[src/cmpc_pkg.sv]
// cmpc_pkg: register map, field positions and reset values of the comparator control block.
// assumes a classic wishbone slave with 32-bit data, one control register per comparator instance.
`default_nettype none
package cmpc_pkg;
	// instance count and address layout
	localparam int          CMPC_MAX_INST    = 8;
	localparam logic [7:0]  CMPC_CTRL_BASE   = 8'h00;   // control register of instance n at base + 4*n
	localparam logic [7:0]  CMPC_STATUS_OFF  = 8'h20;   // status output of every instance in one word
	// control register field positions
	localparam int          CMPC_ON_BIT      = 7;
	localparam int          CMPC_OUT_BIT     = 6;
	localparam int          CMPC_RSV_HI_BIT  = 5;
	localparam int          CMPC_INVERT_BIT  = 4;
	localparam int          CMPC_FILTER_BIT  = 3;
	localparam int          CMPC_RSV_LO_BIT  = 2;
	localparam int          CMPC_HYST_BIT    = 1;
	localparam int          CMPC_SYNC_BIT    = 0;
	// reset value of the control register, reserved bits read one
	localparam logic [7:0]  CMPC_CTRL_RESET  = 8'h24;
	// filter length in system clocks
	localparam int          CMPC_FILTER_LEN  = 2;

	// configuration held per instance
	typedef struct packed {
		logic comparatorEnable;
		logic outputInvertSelect;
		logic zeroLatencyFilterEnable;
		logic hysteresisEnable;
		logic timerAlignedOutput;
	} cmpc_cfg_type;

	// outputs of one instance
	typedef struct packed {
		logic statusOut;
		logic pinOut;
	} cmpc_out_type;
endpackage
`default_nettype wire

[src/cmpc_channel.sv]
// cmpc_channel: output conditioning for one comparator: gate, polarity, filter, timer re-timing.
// assumes the analog result and the timer clock arrive asynchronous to sys_clk.
`timescale 1ns/1ps
`default_nettype none
module cmpc_channel
	import cmpc_pkg::*;
(
	// clock and reset
	input  wire logic                 sys_clk,
	input  wire logic                 rst,
	// configuration
	input  wire cmpc_pkg::cmpc_cfg_type cfg,
	// analog side
	input  wire logic                 analogResult,
	input  wire logic                 timerClk,
	// outputs
	output var  cmpc_pkg::cmpc_out_type chOut
);
	logic [2:0] resSync_ff;
	logic [2:0] tmrSync_ff;
	logic       resStable_ff;
	logic       tmrStable_ff;
	logic       tmrPrev_ff;
	logic       filtered_ff;
	logic [1:0] agree_ff;
	logic       aligned_ff;
	logic       polarized;
	logic       conditioned;

	// three-stage synchronisers; only stages two and three are compared
	always_ff @(posedge sys_clk)
	begin
		if (rst)
		begin
			resSync_ff <= 3'h0;
			tmrSync_ff <= 3'h0;
		end
		else
		begin
			resSync_ff <= {resSync_ff[1:0], analogResult};
			tmrSync_ff <= {tmrSync_ff[1:0], timerClk};
		end
	end

	// a change counts once the last two stages agree
	always_ff @(posedge sys_clk)
	begin
		if (rst)
		begin
			resStable_ff <= 1'b0;
			tmrStable_ff <= 1'b0;
		end
		else
		begin
			if (resSync_ff[1] == resSync_ff[2])
				resStable_ff <= resSync_ff[2];
			if (tmrSync_ff[1] == tmrSync_ff[2])
				tmrStable_ff <= tmrSync_ff[2];
		end
	end

	// disabled comparator gives low before any conditioning
	assign polarized = (resStable_ff & cfg.comparatorEnable) ^ cfg.outputInvertSelect;

	// filter: a new level is passed once it has stood for the filter length
	always_ff @(posedge sys_clk)
	begin
		if (rst)
		begin
			agree_ff    <= 2'h0;
			filtered_ff <= 1'b0;
		end
		else if (polarized == filtered_ff)
			agree_ff <= 2'h0;
		else if (agree_ff == 2'(CMPC_FILTER_LEN - 1))
		begin
			filtered_ff <= polarized;
			agree_ff    <= 2'h0;
		end
		else
			agree_ff <= agree_ff + 2'h1;
	end

	assign conditioned = cfg.zeroLatencyFilterEnable ? filtered_ff : polarized;

	// re-time on the falling edge of the timer clock
	always_ff @(posedge sys_clk)
	begin
		if (rst)
		begin
			tmrPrev_ff <= 1'b0;
			aligned_ff <= 1'b0;
		end
		else
		begin
			tmrPrev_ff <= tmrStable_ff;
			if (tmrPrev_ff && !tmrStable_ff)
				aligned_ff <= conditioned;
		end
	end

	// status always follows the live result; only the pin path is re-timed
	always_comb
	begin
		chOut.statusOut = conditioned;
		chOut.pinOut    = cfg.timerAlignedOutput ? aligned_ff : conditioned;
	end
endmodule
`default_nettype wire

[src/cmpc_top.sv]
// cmpc_top: wishbone register file and per-instance conditioning for up to eight comparators.
// assumes a classic wishbone master; analog results and timer clocks are asynchronous pins.
`timescale 1ns/1ps
`default_nettype none
module cmpc_top
	import cmpc_pkg::*;
#(
	parameter int NUM_INST = CMPC_MAX_INST
)
(
	// clock and reset
	input  wire logic                 sys_clk,
	input  wire logic                 rst,
	// wishbone slave
	input  wire logic                 wb_cyc_i,
	input  wire logic                 wb_stb_i,
	input  wire logic                 wb_we_i,
	input  wire logic [7:0]           wb_adr_i,
	input  wire logic [3:0]           wb_sel_i,
	input  wire logic [31:0]          wb_dat_i,
	output logic      [31:0]          wb_dat_o,
	output logic                      wb_ack_o,
	// analog core
	input  wire logic [NUM_INST-1:0]  analogResult,
	output logic      [NUM_INST-1:0]  comparatorEnable,
	output logic      [NUM_INST-1:0]  hysteresisEnable,
	// timer clock sources
	input  wire logic [NUM_INST-1:0]  timerClk,
	// outputs to timer and pin
	output logic      [NUM_INST-1:0]  comparatorPinOut
);
	import cmpc_pkg::*;

	logic [7:0]          ctrl_ff [NUM_INST];
	logic                ack_ff;
	logic [31:0]         rdData_ff;
	logic [NUM_INST-1:0] statusBits;
	logic                busReq;

	// decode of a control register address; -1 when none
	function automatic int ctrlIndex(input logic [7:0] adr);
		int idx;
		idx = -1;
		for (int k = 0; k < NUM_INST; k++)
			if (adr == CMPC_CTRL_BASE + 8'(4 * k))
				idx = k;
		return idx;
	endfunction

	assign busReq = wb_cyc_i && wb_stb_i && !ack_ff;

	// one ack per request, dropped in the cycle after it is given
	always_ff @(posedge sys_clk)
	begin
		if (rst)
			ack_ff <= 1'b0;
		else
			ack_ff <= busReq;
	end

	// per-instance control register and conditioning channel
	for (genvar i = 0; i < NUM_INST; i++)
	begin : g_inst
		cmpc_cfg_type cfg;
		cmpc_out_type chOut;

		// reserved bits are forced to one regardless of the written value
		always_ff @(posedge sys_clk)
		begin
			if (rst)
				ctrl_ff[i] <= CMPC_CTRL_RESET;
			else if (busReq && wb_we_i && wb_sel_i[0] && ctrlIndex(wb_adr_i) == i)
			begin
				ctrl_ff[i]                  <= wb_dat_i[7:0];
				ctrl_ff[i][CMPC_OUT_BIT]    <= 1'b0;
				ctrl_ff[i][CMPC_RSV_HI_BIT] <= 1'b1;
				ctrl_ff[i][CMPC_RSV_LO_BIT] <= 1'b1;
			end
		end

		always_comb
		begin
			cfg.comparatorEnable        = ctrl_ff[i][CMPC_ON_BIT];
			cfg.outputInvertSelect      = ctrl_ff[i][CMPC_INVERT_BIT];
			cfg.zeroLatencyFilterEnable = ctrl_ff[i][CMPC_FILTER_BIT];
			cfg.hysteresisEnable        = ctrl_ff[i][CMPC_HYST_BIT];
			cfg.timerAlignedOutput      = ctrl_ff[i][CMPC_SYNC_BIT];
		end

		cmpc_channel u_channel (
			.sys_clk      (sys_clk),
			.rst          (rst),
			.cfg          (cfg),
			.analogResult (analogResult[i]),
			.timerClk     (timerClk[i]),
			.chOut        (chOut)
		);

		assign comparatorEnable[i] = cfg.comparatorEnable;
		assign hysteresisEnable[i] = cfg.comparatorEnable & cfg.hysteresisEnable;
		assign statusBits[i]       = chOut.statusOut;
		assign comparatorPinOut[i] = chOut.pinOut;
	end

	// read mux; the output bit is live status, not stored
	always_ff @(posedge sys_clk)
	begin
		if (rst)
			rdData_ff <= 32'h0;
		else if (busReq && !wb_we_i)
		begin
			rdData_ff <= 32'h0;
			if (wb_adr_i == CMPC_STATUS_OFF)
				rdData_ff <= 32'(statusBits);
			for (int k = 0; k < NUM_INST; k++)
				if (ctrlIndex(wb_adr_i) == k)
				begin
					rdData_ff[7:0]          <= ctrl_ff[k];
					rdData_ff[CMPC_OUT_BIT] <= statusBits[k];
				end
		end
	end

	assign wb_ack_o = ack_ff;
	assign wb_dat_o = rdData_ff;
endmodule
`default_nettype wire

[config.mk]
export PLATFORM = sky130hd
export DESIGN_NAME = cmpc_top
export DESIGN_NICKNAME = d
export VERILOG_FILES = /design/src/cmpc_pkg.sv /design/src/cmpc_channel.sv /design/src/cmpc_top.sv
export SDC_FILE = /design/constraint.sdc
export NUM_CORES = 1
export LEC_CHECK = 0
export BUFFER_PORTS_ARGS = -buffer_cell sky130_fd_sc_hd__buf_2
export CAP_MARGIN = 20
export CORE_AREA = 2 2 113 115
export CTS_BUF_LIST = sky130_fd_sc_hd__clkbuf_16
export DETAILED_ROUTE_END_ITERATION = 12
export DIE_AREA = 0 0 115 117
export PLACE_DENSITY_LB_ADDON = 0.05
export REMOVE_ABC_BUFFERS = 1
export SKIP_CTS_REPAIR_TIMING = 1
export SLEW_MARGIN = 20
export SYNTH_ARGS = -nofsm -noshare
export SYNTH_HDL_FRONTEND = slang
export SYNTH_SLANG_ARGS = --single-unit
[constraint.sdc]
create_clock -name sys_clk -period 3.7 [get_ports sys_clk]
set_input_delay 0.37 -clock sys_clk [delete_from_list [all_inputs] [get_ports sys_clk]]
set_output_delay 0.37 -clock sys_clk [all_outputs]
set_load 0.02 [all_outputs]
# [Word level (Yosys, flattened, before mapping)]
# Memories as Yosys holds them, arrays and structs flattened.
# Index checks and enable logic that the tools add are counted.
[totals] reg_bits=137 ramBits=64 input_bits=65 output_inout_bits=57 wordCells=337 n_memories=1
[memory_table] memory="ctrl_ff" words=8 word_bits=8 read_ports=8 rd_clocked_by_memory_dff=0 wr=8 line="cmpc_top.sv:34" rtl="logic [7:0] ctrl_ff [NUM_INST];"
[op_classes] addsub=8 n_eq_ne=54 muxes=94 bitwise_logic=64 n_reduce_logical=50
[op_table] cell="two-way mux 32 bit" count=11
[op_table] cell="== test 32 x 4 -> 1 bit (second input constant)" count=8
[op_table] cell="two-way mux 8 bit" count=17
[op_table] cell="== test 32 x 3 -> 1 bit (second input constant)" count=4
[op_table] cell="two-way mux 1 bit" count=66
[op_table] cell="== test 32 x 2 -> 1 bit (second input constant)" count=2
[op_table] cell="logical NOT 32 bit" count=2
[op_table] cell="== test 8 x 5 -> 1 bit (second input constant)" count=4
[op_table] cell="OR 1 bit" count=32
[op_table] cell="== test 1 bit" count=24
[op_table] cell="OR reduction 3 bit" count=8
[op_table] cell="logical AND 1 bit" count=21
[op_table] cell="adder 2 x 1 -> 2 bit (second input constant)" count=8
[op_table] cell="bitwise AND 1 bit" count=16
[op_table] cell="== test 2 x 1 -> 1 bit (second input constant)" count=8
[op_table] cell="== test 8 x 4 -> 1 bit (second input constant)" count=2
[op_table] cell="AND reduction 2 bit" count=8
[op_table] cell="logical NOT 1 bit" count=10
[op_table] cell="== test 8 x 3 -> 1 bit (second input constant)" count=1
[op_table] cell="== test 8 x 6 -> 1 bit (second input constant)" count=1
[op_table] cell="logical NOT 8 bit" count=1
[op_table] cell="inverter 1 bit" count=8
[op_table] cell="bitwise XOR 1 bit" count=8

# [Depth between registers and ports, before layout]
[logic_depth] ltp_word=20 ltp_mapped=7 ltp_nobuf=5

# [Cells and area by module]
# A second synthesis with hierarchy kept.
[hier_totals] cells_unflattened=688 hier_area_um2=7669.9
[modules_own_cells] module="cmpc_channel" instances=8 cells_per_inst=46 area_per_inst_um2=491.7 seq_area_each_um2=260.2
[modules_own_cells] module="cmpc_top" instances=1 cells_per_inst=320 area_per_inst_um2=3736.1 seq_area_each_um2=1861.8

# [Worst setup path before layout]
# OpenSTA, ideal clock, no wires.
[synth_timing] kind="input to register" from="in wb_adr_i[5]" to="mem ctrl_ff[7][0] (netlist: ctrl_ff[1][24]), enable pin" setup_ps=321 arrival_ps=1598 t_required_ps=3379 path_slack_ps=1781 stages=4 n_path_buf=1 cell_sequence="or4b_4 > buf_6 > nor2_1 > a21o_1"
[synth_rtl] item="start, declared" line="cmpc_top.sv:18" rtl="input wire logic [7:0] wb_adr_i,"
[synth_rtl] item="end, declared" line="cmpc_top.sv:34"

==> impl_metrics.ini <==
[grt]
grt_pass1_vias = 4552
met1_usage = 0.315
grt_max_degree = 64
top_usage_layer = met2
use_met3 = 0.0525
grt_usage = 0.235
antenna_found_initial = 0
met2_usage = 0.364
grt_first_pass_wirelength_um = 23600
gr-total-overflow = 0

[run]
maxCapViolations = 0

[worst_setup_path]
cp-end-kind = output pin
cpMaxStageDelayCell = a221oi_1
path_cells = and2b_2 > a221oi_1 > o21ai_0 > buf_2
startpoint_type = flop
critPathKind = reg -> out
crit_buf_inv = 1
critPathMaxStageDelay_ns = 0.79
cp_max_fo = 4
crit_arrival_ns = 2.29
path_delay_family = compound AO/OA/AOI/OAI gates
required_ns = 3.33

[yosys]
ys_warn_count = 0
synthArstFlopShare = 0
synth_top_cells_by_area = dfxtp_1 32%, edfxtp_1 24%, nor2b_1 5.3%, o21ai_0 3.6%, buf_4 3.4%
postSynthAreaPerCell_um2 = 10.4
synth_ff_type = dfxtp_1
synthesis.area_um2 = 7140
yosys.area.top_type_share = 0.317
synth_common_cells = 113 x dfxtp_1, 60 x nor2b_1, 56 x edfxtp_1
synth_edf_count = 56
synth.most_common_cell = dfxtp_1
synth.yosys.seq_area_share = 0.552
synth.distinct_cells = 67
synth.ff_latch_count = 169
synth_top_area_cell = dfxtp_1
syn_inst = 684

[power_and_ir_drop]
power_density_nw_per_um2 = 503
leakage_nw = 3.20
vdd_ir_drop_max_uv = 400
p_total_mw = 4.05

[cts]
cts_made_buffers = 17
clkTransAtPathRegs_ns = 0.06
cts_tree = done
h-tree-depth = 4
cts.path.max_buffers = 2
clock-root-buffer = clkbuf_16
clk_latency_ns = 0.43
cts_sinks = 169

[sta]
fmax_mhz = 376
setup_tns_ns = 0
rsz0062_at_grt = false
skew_ns = 0.00613
finalSetupViolCount = 0
fin_crit_sh = 0.718
slew_headroom = 0.355
drv_slew = 0
setup_slack_ns = 1.04
worst_pin_slew_ns = 0.960
hold_viol = 0
final.min_clock_period_ns = 2.66

[status]
outcome = finished clean

[place]
portBuffers = 67
dp.cells = 887
dp_hpwl_um = 10900
pre_cts_ws_ns = 1.20
dpl_cell_area_um2 = 7470
place_congestion = 0.917

[routing]
drc = 0
first_pass_iters = 5
totalWireLength_um = 15300
post_drt_wl_per_cell_um = 16.7
drtIter0Drc = 421
ant_nets = 0
via_per_inst = 5.53
route.vias.total = 5090

[final_layout]
fin_area_um2 = 8060
fin_nets = 830
drive_above_1_share = 0.175
nFillCells = 1048
final_cells = 920
diodes = 0
area.growth.synth_to_final_pct = 12.8

[die]
ioPinCount = 122
core_area_um2 = 12300
die_w_um = 115
die_area_um2 = 13500
chipHeight_um = 117
start_util = 0.580
row_count = 41

[min_path]
hold_class = in -> reg
## registers in the layout (all words and copies together), names as in the netlist, 16 cells and up
register	count
ctrl_ff	56
g_inst.u_channel.agree_ff	16
g_inst.u_channel.resSync_ff	24
g_inst.u_channel.tmrSync_ff	24
## through the flow
step | hold slack, ns | util
3_3_place_gp | 0.405 | 0.607
2_1_floorplan | 0.397 | -
4_1_cts | 0.129 | 0.654
5_1_grt | 0.141 | 0.654
6_report | 0.149 | 0.654
3_5_place_dp | 0.415 | 0.607
## report_power, final
part / switching [mW] / internal, mW / leakage [nW]
combinational: 0.184 / 0.0989 / 1.43
clock: 0.754 / 0.982 / 0.286
sequential: 0.0439 / 1.99 / 1.48
## metal layers
metal	vias up	wire [um]
met2	145	7090
met3	27	908
met1	2427	6890
li1	2491	-
met5	-	0
met4	0	439
## cells in the final DEF (no fill, tap or decap), types with 3 or more instances in the layout
cell type and count:
dfxtp_1 113, buf_2 66, nor2b_1 60, edfxtp_1 56
o21ai_0 51, nand2_1 45, nor2_1 44, conb_1 40
a21oi_1 36, and2_1 30, inv_1 20, and3_1 19
clkbuf_16 18, or3_1 15, xor2_1 11, o22ai_1 10
a211oi_1 9, ha_1 8, mux2_2 7, a21o_1 6
nor3_1 6, o31ai_1 6, inv_6 6, buf_4 6
nor4_1 5, and3_2 5, a221oi_1 4, a22oi_1 4
nand3_1 4, and4bb_2 3, a21boi_0 3, and3b_1 3
nand2b_1 3
## final cells by class
type	count	area (um^2)	share of cell area
Tap cell	150	188	0.0233
Multi-Input combinational cell	476	2890	0.358
Sequential cell	169	3940	0.490
Clock buffer	18	450	0.0559
Inverter	20	75.1	0.00932
Clock inverter	14	134	0.0166
Timing Repair Buffer	73	380	0.0472
## final timing paths
check             slack (ns)  cells after the start                                  startpoint                                            to
setup / recovery        1.04                      4                ctrl_ff[1][20]$_SDFFCE_PN0P_                           comparatorPinOut[6]
hold / removal          0.15                      2                             analogResult[0]  g_inst[0].u_channel.resSync_ff[0]$_SDFF_PP0_
setup reg to reg        1.57                      5                 ctrl_ff[1][4]$_SDFFCE_PN0P_                      wb_dat_o[4]$_SDFFE_PP0P_
hold reg to reg         0.42                      1  g_inst[2].u_channel.agree_ff[0]$_SDFF_PP0_    g_inst[2].u_channel.agree_ff[0]$_SDFF_PP0_
## worst register-to-register path, stage by stage, from the launching register on
cell and delay (ns):
edfxtp_1 0.48, nor2b_1 0.18, a221oi_1 0.76, o22ai_1 0.24
a21oi_1 0.24, o21ai_0 0.12
## logic make-up after synthesis
| kind of cell | count (synthesis) | share of synthesized area |
|---|---|---|
| flops | 169 | 0.552 |
| xor+xnor | 13 | 0.0159 |
| mux | 9 | 0.0156 |
| buf+inv | 77 | 0.0641 |
| simple gates | 258 | 0.209 |
| compound gates | 148 | 0.129 |
| other cells | 2 | 0.00105 |
| fa+ha+maj | 8 | 0.0140 |
(Power assumes the default switching activity.)
